===== src/epirq_pkg.sv =====
// epirq_pkg: constants for the external pin interrupt detect and filter block
// assumes a single 40 MHz peripheral bus clock and a plain register port
package epirq_pkg;
  localparam int unsigned EPIRQ_NCH = 8;
  localparam int unsigned EPIRQ_NPIN = 16;
  localparam int unsigned EPIRQ_PSEL_W = 5;
  localparam int unsigned EPIRQ_ADDR_W = 8;
  localparam int unsigned EPIRQ_DATA_W = 32;
  localparam int unsigned EPIRQ_CLK_MHZ = 40;
  // register offsets (byte addresses)
  localparam logic [7:0] EPIRQ_OFS_CTRL0 = 8'h00;
  localparam logic [7:0] EPIRQ_OFS_CTRL7 = 8'h1c;
  localparam logic [7:0] EPIRQ_OFS_STATUS = 8'h20;
  localparam logic [7:0] EPIRQ_OFS_CLEAR = 8'h24;
  localparam logic [7:0] EPIRQ_OFS_ENABLE = 8'h28;
  localparam logic [7:0] EPIRQ_OFS_LEVEL = 8'h2c;
  localparam logic [7:0] EPIRQ_OFS_PIN0 = 8'h40;
  localparam logic [7:0] EPIRQ_OFS_PIN15 = 8'h7c;
  // channel control fields
  localparam int unsigned EPIRQ_F_MODE_LSB = 0;
  localparam int unsigned EPIRQ_F_RATE_LSB = 4;
  localparam int unsigned EPIRQ_F_FILTER_ENABLE = 7;
  localparam logic [7:0] EPIRQ_CTRL_RST = 8'h00;
  // pin function fields
  localparam int unsigned EPIRQ_F_PSEL_LSB = 0;
  localparam int unsigned EPIRQ_F_ROUTE = 8;
  localparam int unsigned EPIRQ_F_CHAN_LSB = 12;
  localparam logic [15:0] EPIRQ_PIN_RST = 16'h0000;
  // divider ratios and filter length
  localparam logic [5:0] EPIRQ_DIV8_M1 = 6'd7;
  localparam logic [5:0] EPIRQ_DIV32_M1 = 6'd31;
  localparam logic [5:0] EPIRQ_DIV64_M1 = 6'd63;
  localparam int unsigned EPIRQ_FLT_SAMPLES = 3;
  localparam logic [31:0] EPIRQ_RDZERO = 32'h0000_0000;

  typedef enum logic [1:0]
  {
    EPIRQ_TRIG_LOW = 2'b00,
    EPIRQ_TRIG_FALL = 2'b01,
    EPIRQ_TRIG_RISE = 2'b10,
    EPIRQ_TRIG_BOTH = 2'b11
  } epirq_trig_t;

  typedef enum logic [1:0]
  {
    EPIRQ_RATE_DIV1 = 2'b00,
    EPIRQ_RATE_DIV8 = 2'b01,
    EPIRQ_RATE_DIV32 = 2'b10,
    EPIRQ_RATE_DIV64 = 2'b11
  } epirq_rate_t;
endpackage : epirq_pkg


===== src/epirq_filter.sv =====
// epirq_filter: three-sample agreement noise filter for one channel
// assumes input already synchronous; o_level follows input when bypassed
`timescale 1ns/10ps
module epirq_filter
(
  input wire logic i_core_clk,
  input wire logic i_rst,
  input wire logic i_in,
  input wire logic i_enable,
  input wire logic i_tick,
  output logic o_level
);
  logic [1:0] hist;
  logic [1:0] next_hist;
  logic next_level;

  always_comb
  begin
    next_hist = hist;
    next_level = o_level;
    if (!i_enable)
    begin
      next_hist = {i_in, i_in};
      next_level = i_in;
    end
    else if (i_tick)
    begin
      next_hist = {hist[0], i_in};
      if (hist[1] == i_in && hist[0] == i_in)
      begin
        next_level = i_in;
      end
    end
  end

  always_ff @(posedge i_core_clk)
  begin
    if (i_rst)
    begin
      hist <= 2'b11;
      o_level <= 1'b1;
    end
    else
    begin
      hist <= next_hist;
      o_level <= next_level;
    end
  end
endmodule : epirq_filter


===== src/epirq_rate_gen.sv =====
// epirq_rate_gen: one-cycle sample enables at clock, /8, /32 and /64
// assumes one free-running clock with synchronous reset
`timescale 1ns/10ps
module epirq_rate_gen
  import epirq_pkg::*;
(
  input wire logic i_core_clk,
  input wire logic i_rst,
  output logic [3:0] o_tick
);
  import epirq_pkg::*;

  logic [5:0] div_cnt;
  logic [5:0] next_div_cnt;
  logic [3:0] next_tick;

  always_comb
  begin
    next_div_cnt = (div_cnt == EPIRQ_DIV64_M1) ? 6'd0 : div_cnt + 6'd1;
    next_tick[EPIRQ_RATE_DIV1] = 1'b1;
    next_tick[EPIRQ_RATE_DIV8] = (div_cnt[2:0] == EPIRQ_DIV8_M1[2:0]);
    next_tick[EPIRQ_RATE_DIV32] = (div_cnt[4:0] == EPIRQ_DIV32_M1[4:0]);
    next_tick[EPIRQ_RATE_DIV64] = (div_cnt == EPIRQ_DIV64_M1);
  end

  always_ff @(posedge i_core_clk)
  begin
    if (i_rst)
    begin
      div_cnt <= 6'd0;
      o_tick <= 4'h0;
    end
    else
    begin
      div_cnt <= next_div_cnt;
      o_tick <= next_tick;
    end
  end
endmodule : epirq_rate_gen


===== src/epirq_top.sv =====
// epirq_top: external pin interrupt routing, filtering and detection
// assumes synchronous pins and register port; one 40 MHz clock
//
// Local design decisions: the address-and-strobe port and the register addresses.
`timescale 1ns/10ps
module epirq_top
  import epirq_pkg::*;
(
  input wire logic i_core_clk,
  input wire logic i_rst,
  input wire logic [EPIRQ_NPIN-1:0] i_pin,
  input wire logic [EPIRQ_ADDR_W-1:0] i_addr,
  input wire logic [EPIRQ_DATA_W-1:0] i_wdata,
  input wire logic i_wr,
  input wire logic i_rd,
  output logic [EPIRQ_DATA_W-1:0] o_rdata,
  output logic [EPIRQ_NCH-1:0] o_chan_req,
  output logic [EPIRQ_NCH-1:0] o_chan_level,
  output logic [EPIRQ_NPIN*EPIRQ_PSEL_W-1:0] o_pin_func,
  output logic o_irq
);
  import epirq_pkg::*;

  function automatic logic [EPIRQ_DATA_W-1:0] epirq_zext8(input logic [7:0] v);
    epirq_zext8 = {24'h000000, v};
  endfunction : epirq_zext8

  logic [7:0] chan_ctrl [EPIRQ_NCH];
  logic [7:0] next_chan_ctrl [EPIRQ_NCH];
  logic [15:0] pin_function_reg [EPIRQ_NPIN];
  logic [15:0] next_pin_function_reg [EPIRQ_NPIN];
  logic [EPIRQ_NCH-1:0] irq_status;
  logic [EPIRQ_NCH-1:0] next_irq_status;
  logic [EPIRQ_NCH-1:0] irq_enable;
  logic [EPIRQ_NCH-1:0] next_irq_enable;
  logic [EPIRQ_DATA_W-1:0] next_rdata;
  logic [EPIRQ_NCH-1:0] chan_raw;
  logic [EPIRQ_NCH-1:0] filt_level;
  logic [EPIRQ_NCH-1:0] prev_level;
  logic [EPIRQ_NCH-1:0] next_req;
  logic [EPIRQ_NPIN*EPIRQ_PSEL_W-1:0] next_pin_func;
  logic [3:0] tick;
  logic [EPIRQ_NPIN-1:0] irq_input_route;
  logic [2:0] pin_chan [EPIRQ_NPIN];

  epirq_rate_gen u_rate
  (
    .i_core_clk(i_core_clk),
    .i_rst(i_rst),
    .o_tick(tick)
  );

  // per-pin routing fields
  genvar gp;
  generate
    for (gp = 0; gp < EPIRQ_NPIN; gp++)
    begin : g_pin
      assign irq_input_route[gp] = pin_function_reg[gp][EPIRQ_F_ROUTE];
      assign pin_chan[gp] = pin_function_reg[gp][EPIRQ_F_CHAN_LSB +: 3];
      // peripheral select stays live whatever the route bit
      assign next_pin_func[gp*EPIRQ_PSEL_W +: EPIRQ_PSEL_W] =
        pin_function_reg[gp][EPIRQ_F_PSEL_LSB +: EPIRQ_PSEL_W];
    end
  endgenerate

  // pins whose channel field names channel ch
  function automatic logic [EPIRQ_NPIN-1:0] route_mask(input logic [2:0] ch);
    logic [EPIRQ_NPIN-1:0] m;
    m = '0;
    for (int p = 0; p < EPIRQ_NPIN; p++)
    begin
      m[p] = (pin_chan[p] == ch);
    end
    route_mask = m;
  endfunction : route_mask

  // channel input mux; more than one routed pin is ORed
  always_comb
  begin
    chan_raw = '0;
    for (int p = 0; p < EPIRQ_NPIN; p++)
    begin
      if (irq_input_route[p])
      begin
        chan_raw[pin_chan[p]] = chan_raw[pin_chan[p]] | i_pin[p];
      end
    end
    for (int c = 0; c < EPIRQ_NCH; c++)
    begin
      // unrouted channel idles high so nothing triggers
      if (!(|(irq_input_route & route_mask(c[2:0]))))
      begin
        chan_raw[c] = 1'b1;
      end
    end
  end

  // per-channel filter and detector
  genvar gc;
  generate
    for (gc = 0; gc < EPIRQ_NCH; gc++)
    begin : g_chan
      epirq_filter u_flt
      (
        .i_core_clk(i_core_clk),
        .i_rst(i_rst),
        .i_in(chan_raw[gc]),
        .i_enable(chan_ctrl[gc][EPIRQ_F_FILTER_ENABLE]),
        .i_tick(tick[chan_ctrl[gc][EPIRQ_F_RATE_LSB +: 2]]),
        .o_level(filt_level[gc])
      );

      always_comb
      begin
        unique case (epirq_trig_t'(chan_ctrl[gc][EPIRQ_F_MODE_LSB +: 2]))
          EPIRQ_TRIG_LOW: next_req[gc] = ~filt_level[gc];
          EPIRQ_TRIG_FALL: next_req[gc] = prev_level[gc] & ~filt_level[gc];
          EPIRQ_TRIG_RISE: next_req[gc] = ~prev_level[gc] & filt_level[gc];
          EPIRQ_TRIG_BOTH: next_req[gc] = prev_level[gc] ^ filt_level[gc];
        endcase
      end
    end
  endgenerate

  // register write path and sticky status
  always_comb
  begin
    for (int c = 0; c < EPIRQ_NCH; c++)
    begin
      next_chan_ctrl[c] = chan_ctrl[c];
      if (i_wr && i_addr == EPIRQ_OFS_CTRL0 + 8'(c * 4))
      begin
        next_chan_ctrl[c] = i_wdata[7:0] & 8'hb3;
      end
    end
    for (int p = 0; p < EPIRQ_NPIN; p++)
    begin
      next_pin_function_reg[p] = pin_function_reg[p];
      if (i_wr && i_addr == EPIRQ_OFS_PIN0 + 8'(p * 4))
      begin
        next_pin_function_reg[p] = i_wdata[15:0] & 16'h711f;
      end
    end
    next_irq_enable = irq_enable;
    if (i_wr && i_addr == EPIRQ_OFS_ENABLE)
    begin
      next_irq_enable = i_wdata[EPIRQ_NCH-1:0];
    end
    next_irq_status = irq_status;
    if (i_wr && i_addr == EPIRQ_OFS_CLEAR)
    begin
      next_irq_status = irq_status & ~i_wdata[EPIRQ_NCH-1:0];
    end
    // set wins over a clear in the same cycle
    next_irq_status = next_irq_status | next_req;
  end

  // read path, data one cycle after the strobe
  always_comb
  begin
    next_rdata = EPIRQ_RDZERO;
    if (i_rd)
    begin
      if (i_addr >= EPIRQ_OFS_CTRL0 && i_addr <= EPIRQ_OFS_CTRL7 && i_addr[1:0] == 2'b00)
      begin
        next_rdata = epirq_zext8(chan_ctrl[i_addr[4:2]]);
      end
      else if (i_addr >= EPIRQ_OFS_PIN0 && i_addr <= EPIRQ_OFS_PIN15 && i_addr[1:0] == 2'b00)
      begin
        next_rdata = {16'h0000, pin_function_reg[i_addr[5:2]]};
      end
      else if (i_addr == EPIRQ_OFS_STATUS)
      begin
        next_rdata = epirq_zext8(irq_status);
      end
      else if (i_addr == EPIRQ_OFS_ENABLE)
      begin
        next_rdata = epirq_zext8(irq_enable);
      end
      else if (i_addr == EPIRQ_OFS_LEVEL)
      begin
        next_rdata = epirq_zext8(filt_level);
      end
    end
  end

  always_ff @(posedge i_core_clk)
  begin
    if (i_rst)
    begin
      for (int c = 0; c < EPIRQ_NCH; c++)
      begin
        chan_ctrl[c] <= EPIRQ_CTRL_RST;
      end
      for (int p = 0; p < EPIRQ_NPIN; p++)
      begin
        pin_function_reg[p] <= EPIRQ_PIN_RST;
      end
      irq_status <= '0;
      irq_enable <= '0;
      prev_level <= '1;
      o_rdata <= EPIRQ_RDZERO;
      o_chan_req <= '0;
      o_chan_level <= '1;
      o_pin_func <= '0;
      o_irq <= 1'b0;
    end
    else
    begin
      chan_ctrl <= next_chan_ctrl;
      pin_function_reg <= next_pin_function_reg;
      irq_status <= next_irq_status;
      irq_enable <= next_irq_enable;
      prev_level <= filt_level;
      o_rdata <= next_rdata;
      o_chan_req <= next_req;
      o_chan_level <= filt_level;
      o_pin_func <= next_pin_func;
      o_irq <= |(next_irq_status & next_irq_enable);
    end
  end
endmodule : epirq_top


===== config.mk =====
export PLATFORM = sky130hd
export DESIGN_NAME = epirq_top
export DESIGN_NICKNAME = d
export VERILOG_FILES = /design/src/epirq_pkg.sv /design/src/epirq_filter.sv /design/src/epirq_rate_gen.sv /design/src/epirq_top.sv
export SDC_FILE = /design/constraint.sdc
export NUM_CORES = 1
export LEC_CHECK = 0
export ABC_AREA = 1
export BUFFER_PORTS_ARGS = -buffer_cell sky130_fd_sc_hd__buf_4
export CAP_MARGIN = 20
export CORE_MARGIN = 1.5
export CORE_UTILIZATION = 54
export DETAILED_ROUTE_END_ITERATION = 8
export PLACE_DENSITY = 0.77
export SLEW_MARGIN = 20
export SYNTH_ARGS = -nofsm -noshare
export SYNTH_HDL_FRONTEND = slang
export SYNTH_SLANG_ARGS = --single-unit

===== constraint.sdc =====
create_clock -name i_core_clk -period 11 [get_ports i_core_clk]
set_input_delay 2.75 -clock i_core_clk [delete_from_list [all_inputs] [get_ports i_core_clk]]
set_output_delay 2.75 -clock i_core_clk [all_outputs]
set_load 0.02 [all_outputs]

## Yosys cells after proc, flatten, opt, wreduce, memory -nomap -nowiden

Memory sizes are Yosys's and may differ from the RTL's. A register that Yosys moved wholly into a read port is not among the register bits.
Cells that the tools add are included.

| storage, ports and cells | value |
|---|---|
| register bits | 363 |
| memory bits (read-only) | 8 |
| input port bits | 60 |
| output and inout bits | 129 |
| word-level logic and storage cells | 653 |
| memories kept | 1 |

Memories:

| name | depth | width | read ports | clocked after memory_dff | write ports | RTL line | RTL |
|---|---|---|---|---|---|---|---|
| (no name shown) | 8 | 1 | 1 | 1 | 0 | epirq_top.sv:85 | `chan_raw[pin_chan[p]] = chan_raw[pin_chan[p]] \| i_pin[p];` |

| operators by class | value |
|---|---|
| $add $sub $neg | 1 |
| $lt $le $gt $ge | 46 |
| equal/unequal tests | 198 |
| mux-type cells | 182 |
| bitwise operators | 72 |
| reductions and logical operators | 101 |

Operators with widths:

| kind | number |
|---|---|
| 3-bit == test (second input constant) | 65 |
| 8-bit two-way mux | 24 |
| 16-bit bitwise AND | 8 |
| 8-bit by 7-bit == test with 1-bit output (second input constant) | 16 |
| 16-bit OR reduction | 8 |
| 8-bit bitwise mux | 15 |
| 3-bit by 2-bit == test with 1-bit output (second input constant) | 32 |
| 1-bit two-way mux | 73 |
| 16-bit binary-select mux with 4-bit select | 1 |
| 3-bit by 4-bit < comparator with 1-bit output (second input constant) | 16 |
| 1-bit logical AND | 54 |
| 1-bit demux with 3-bit select | 16 |
| 3-bit by 1-bit == test with 1-bit output (second input constant) | 16 |
| 3-bit by 1-bit greater-or-equal comparator with 1-bit output (second input constant) | 16 |
| 3-bit zero test | 16 |
| 16-bit two-way mux | 3 |
| 1-bit binary-select mux with 3-bit select | 15 |
| 2-bit == test (second input constant) | 16 |
| 8-bit by 5-bit == test with 1-bit output (second input constant) | 4 |
| 8-bit by 6-bit == test with 1-bit output (second input constant) | 4 |
| 2-bit two-way mux | 16 |
| 2-bit by 1-bit != test with 1-bit output (second input constant) | 16 |
| 1-bit one-hot mux with 4 select lines | 8 |
| 8-bit bitwise AND | 3 |
| 32 further kinds | 139 |

## Logic depth before layout (Yosys ltp)

| logic depth | value |
|---|---|
| depth after elaboration | 87 |
| mapped depth | 90 |
| gate-level depth less buffers | 90 |

## Modules after synthesis

From an unflattened synthesis, not the netlist that was laid out.

| second synthesis, totals | value |
|---|---|
| cell total of the unflattened synthesis | 2721 |
| area, all modules | 18168.7 µm² |

Modules (own cells, without submodules):

| module | times used | cells an instance | area an instance (µm²) | seq. area each (µm²) |
|---|---|---|---|---|
| epirq_top | 1 | 2485 | 16564.6 | 6185.9 |
| epirq_filter | 8 | 24 | 153.9 | 60.1 |
| epirq_rate_gen | 1 | 44 | 372.9 | 200.2 |

## Worst setup path before layout

OpenSTA, ideal clock, no wires.

| timing path | value |
|---|---|
| path type | input port to flip-flop |
| start | input port i_pin[0] |
| end | register g_chan[5].u_flt.o_level |
| library setup time | 0.112 ns |
| arrival time | 11.072 ns |
| required time | 10.888 ns |
| setup slack | -0.185 ns |
| cell stages on the path | 83 |
| buffers on the path | 1 |
| path through | buf_2 nand3_1 nand2_2 o21ai_4 nand4_1 nand3_1 nand2_2 o21ai_4 nand4_1 nand3_1 nand2_2 o21ai_4 nand4_1 nand3_1 nand2_2 o21ai_4 nand3_1 inv_1 [... 47 more ...] o21ai_4 nand3_2 nand2_1 nand2_1 nand2_1 nand2_2 o21ai_4 nand4_1 nand3_1 nand2_1 o21ai_2 nand3_4 nand2_4 nand2_2 nand2_2 nand3_2 nand3_1 nand2_1 |

| between the ends | value |
|---|---|
| cells in the longest elaborated chain, start to end | 83 |
| elaborated cells between the ends (all ways) | 87 |
| those cells by class | eq/ne (3); mux (65); bitwise (17); reduce/logical (2) |

Ends and longest elaborated chain:

| element | RTL line | RTL |
|---|---|---|
| from (decl) | epirq_top.sv:11 | `input wire logic [EPIRQ_NPIN-1:0] i_pin,` |
| 1-bit OR * | epirq_top.sv:85 |  |
| 8-bit bitwise AND (no line) * | n/a |  |
| 8-bit two-way mux * | epirq_top.sv:83 | `if (irq_input_route[p])` |
| 1-bit binary-select mux with 3-bit select | epirq_top.sv:85 |  |
| 1-bit two-way mux (implied by the code) | epirq_top.sv:85 |  |
| 1-bit OR | epirq_top.sv:85 |  |
| 8-bit bitwise mux | epirq_top.sv:85 |  |
| 8-bit two-way mux * | epirq_top.sv:83 |  |
| [... 67 more ...] | n/a |  |
| 1-bit OR | epirq_top.sv:85 |  |
| 8-bit bitwise mux | epirq_top.sv:85 |  |
| 8-bit two-way mux * | epirq_top.sv:83 |  |
| 1-bit two-way mux * | epirq_top.sv:91 | `if (!(\|(irq_input_route & route_mask(c[2:0]))))` |
| 1-bit == test | epirq_filter.sv:29 | `if (hist[1] == i_in && hist[0] == i_in)` |
| 1-bit logical AND | epirq_filter.sv:29 |  |
| 2-bit by 1-bit != test with 1-bit output (no line) | n/a |  |
| 2-bit AND reduction (no line) | n/a |  |
| to (signal assigned) | epirq_filter.sv:46 | `o_level <= next_level;` |
| to (decl) | epirq_filter.sv:11 | `output logic o_level` |

Every way passes the cells marked *; elsewhere a longest branch is shown, timed or not. The select of a mux whose other input is x is not followed.
A chain may end at the register's enable or synchronous reset.

## Worst setup path in the final report

| timing path | value |
|---|---|
| start | input port i_pin[0] |
| end | register g_chan[7].u_flt.o_level |

| between the ends | value |
|---|---|
| cells in the longest elaborated chain, start to end | 83 |
| elaborated cells between the ends (all ways) | 87 |
| those cells by class | eq/ne (3); mux (65); bitwise (17); reduce/logical (2) |

Ends and longest elaborated chain:

| element | RTL line |
|---|---|
| 1-bit OR * | epirq_top.sv:85 |
| 8-bit bitwise AND (no line) * | n/a |
| 8-bit two-way mux * | epirq_top.sv:83 |
| 1-bit binary-select mux with 3-bit select | epirq_top.sv:85 |
| 1-bit two-way mux (implied by the code) | epirq_top.sv:85 |
| 1-bit OR | epirq_top.sv:85 |
| 8-bit bitwise mux | epirq_top.sv:85 |
| 8-bit two-way mux * | epirq_top.sv:83 |
| [... 67 more ...] | n/a |
| 1-bit OR | epirq_top.sv:85 |
| 8-bit bitwise mux | epirq_top.sv:85 |
| 8-bit two-way mux * | epirq_top.sv:83 |
| 1-bit two-way mux * | epirq_top.sv:91 |
| 1-bit == test | epirq_filter.sv:29 |
| 1-bit logical AND | epirq_filter.sv:29 |
| 2-bit by 1-bit != test with 1-bit output (no line) | n/a |
| 2-bit AND reduction (no line) | n/a |
| to (signal assigned) | epirq_filter.sv:46 |
| to (decl) | epirq_filter.sv:11 |

Marked as above.

==> results.yml <==
setup_path:
  critPathRequiredTime_ps: 11470
  cp_max_fo: 8
  cp-start-kind: "input port"
  crit_type: "in -> reg"
  end_kind: "register"
  arrival_ps: 13110
  cpMaxStageDelayCell: "o21ai_4"
  cpMostUsedCell: "nand2_2"
  r2r_setup_slack_ps: -70
  r2r_cells: 82
  crit_path_max_incr_delay_ps: 270
timing:
  slew_headroom_pct: 21.32
  fin_crit_ps: 12640
  setup_viol: 24
  timing.final.ws_setup_ps: -1638
  finalHoldViolCount: 0
  rsz0062_at_grt: "true"
  worstMarginPinSlew_ps: 1179
  whs_ps: 437.4
  finalCritPeriodShare_pct: 114.9
  fmax_mhz: 79.13
  finalClockSkew_ps: 20.23
  fin_tns_setup_ps: -37730
  slew_violations: 0
power:
  share_comb_of_total_power_pct: 5.2
  switching_power_mw: 0.5979
  seqPwrFrac_pct: 48.4
  power_frac_clock_pct: 46.4
  power_density_nw_per_um2: 113.7
  p_int_mw: 1.978
  total_power_mw: 2.576
  leakagePower_nw: 9.593
  max-vdd-ir-drop_mv: 0.1792
  swShare_pct: 23.21
routing:
  drt-total-wl_mm: 63.93
  ant_nets: 0
  vias: 20030
  wl_per_cell_um: 18.40
  dr.first_iter.drc_count: 2015
  drc: 0
  drt_first_pass_iters: 6
  drt-vias-per-instance: 5.764
grt:
  antenna_found_initial: 0
  grt_pass1_wl_mm: 99.59
  grt_util_all_layers_pct: 35.27
  grt_overflow_total: 0
  grt_pass1_vias: 18870
  grt_max_degree: 144
placed_design:
  io_buffer_count: 148
  routabilityCongestion: 1.001
  post-dp-hpwl_mm: 46.74
layout:
  area.growth.synth_to_final_pct: 23.44
  final_core_util_pct: 67.57
  diodes: 0
  fin_nets: 3082
  drive_above_1_share_pct: 19.43
cts:
  clkLatencyLatePin_ps: 580
  cts_tree: "yes"
  cts_buffers: 30
  path_clk_slew_ps: 70
  cts_htree_levels: 1
  postCtsHoldBufs: 0
  clockBufferDepth: 3
  cts-root-buf: "clkbuf_16"
  clock-sinks: 343
logic_synthesis:
  synth_xor_xnor_area_share_pct: 0
  synth-edff-count: 0
  synth_compound_area_share_pct: 21.87
  synthMuxAreaShare_pct: 0
  synth_top_area_cell: "dfxtp_1"
  seq_area_frac_synth_pct: 37.41
  ys_types: 46
  yosysMostFrequentCell: "nand2_1"
  postSynthAreaPerCell_um2: 6.716
  yosys_warnings: 0
  synth-simple-area-share_pct: 28.52
  synth_cells: 2733
  synthFlopType: "dfxtp_1"
  yosys_register_bits: 343
  synth_area_um2: 18360
  ys_async_sr_fraction_pct: 0
  synth_top_family_by_area: "simple AND/OR/NAND/NOR gates"
  synth_fa_ha_area_share_pct: 1.295
  yosys.area.top_type_share_pct: 37.41
  synth.top_cells.by_area: "dfxtp_1 37%, nand2_1 9.1%, o21ai_0 8.4%, nor2_1 8.2%, inv_1 8.0%"
  synth_common_cells: "445 x nand2_1, 401 x nor2_1, 393 x inv_1, 343 x dfxtp_1, 308 x o21ai_0"
outcome:
  status: "finished, violations left"
  failed_checks: "setup timing"
hold_path:
  min_path_type: "reg -> reg"
  min_delay_path_depth: 2
floorplan:
  dieHeight_um: 187.4
  core_area_um2: 33530
  start_util_pct: 54.74
  die_area_um2: 35110
  die_x_um: 187.4
  rows: 67
  ios: 189
flow_run:
  maxCapViolations: 0
-- layout make-up --
| class | instances | area, um^2 |
|---|---|---|
| multi-input combinational | 1901 | 10050 |
| clock inverter | 18 | 272.8 |
| fill | 2967 | 10880 |
| clock buffer | 38 | 860.8 |
| inverter | 403 | 1516 |
| sequential | 343 | 6867 |
| timing repair buffer | 324 | 2534 |
| tap | 448 | 560.5 |
-- power groups by stage --
stage	Combinational, mW	Clock, mW	Sequential, mW
after floorplan	0.0812	0	1.28
after global placement	0.119	0	1.28
after detailed placement	0.121	0	1.28
after CTS	0.126	1.19	1.25
after global routing	0.142	1.24	1.25
final	0.134	1.19	1.25
-- critical path: cells and delay by family --
family	cells	cell delay [ps]
buf+inv	7	870
simple gates	60	6030
compound gates	15	3400
-- logic make-up (layout without fill, tap and decap cells) --
family | count (synthesis) | count (layout)
AOI/OAI and AO/OA | 682 | 682
buffers and inverters | 508 | 783
DFF | 343 | 343
other | 1 | 20
and+or+nand+nor | 1180 | 1180
adders and majority gates | 19 | 19
-- cells in the final DEF (no fill, tap or decap), types with 9 or more instances in the layout --
| cell | count |
|---|---|
| nor2_1 | 395 |
| inv_1 | 390 |
| nand2_1 | 386 |
| dfxtp_1 | 343 |
| buf_4 | 307 |
| o21ai_0 | 305 |
| a21oi_1 | 195 |
| nand4_1 | 96 |
| nand3_1 | 90 |
| nand2_2 | 83 |
| o22ai_1 | 58 |
| nand3_2 | 43 |
| clkbuf_16 | 30 |
| nor4_1 | 29 |
| o21ai_4 | 25 |
| conb_1 | 20 |
| a22oi_1 | 19 |
| ha_1 | 19 |
| o221ai_1 | 18 |
| nand2_4 | 17 |
| o211ai_1 | 13 |
| buf_6 | 13 |
| or2_2 | 11 |
| a221oi_1 | 9 |
-- sequential cells by signal, indices dropped and copies added, names as in the netlist --
register	count
chan_ctrl	40
g_chan.u_flt.hist	16
g_chan.u_flt.o_level	8
irq_enable	8
irq_input_route	16
irq_status	8
next_pin_func	80
o_chan_req	8
o_irq	1
o_pin_func	80
o_rdata	12
pin_chan	48
prev_level	8
u_rate.div_cnt	6
u_rate.o_tick	4
-- worst paths after layout --
| path | to | from |
|---|---|---|
| worst max register to register | g_chan[7].u_flt.o_level | pin_chan[43] |
| worst min register to register | o_pin_func[46] | next_pin_func[46] |
| worst min-delay path | o_pin_func[46] | next_pin_func[46] |
| worst max-delay path | g_chan[7].u_flt.o_level | i_pin[0] |
-- stage by stage --
step                      cell area, um^2  worst slack (ps)  std cells
final                               22660             -1638       3475
after global routing                22660             -2443       3475
after CTS                           22300             -1291       3465
after detailed placement            20620             -2061       3368
after global placement              20620             -1913       3368
after floorplan                     18500            -158.2       2752
-- what timing repair did --
item | in CTS | in global routing
setup endpoints to repair | 24 | 24
resized for setup | 59 | 70
setup buffers | 40 | 9
pin swaps | 76 | 70
cloned | 1 | 0
-- per-layer routing --
layer	track usage [%]	routed length, um	up-vias
met3	4.390	5613	185
met5	0	0	-
met4	15.23	2830	0
met1	48.16	27490	9284
met2	56.08	27990	965
li1	-	-	9597
No activity file was read; power rests on OpenSTA's default activity.
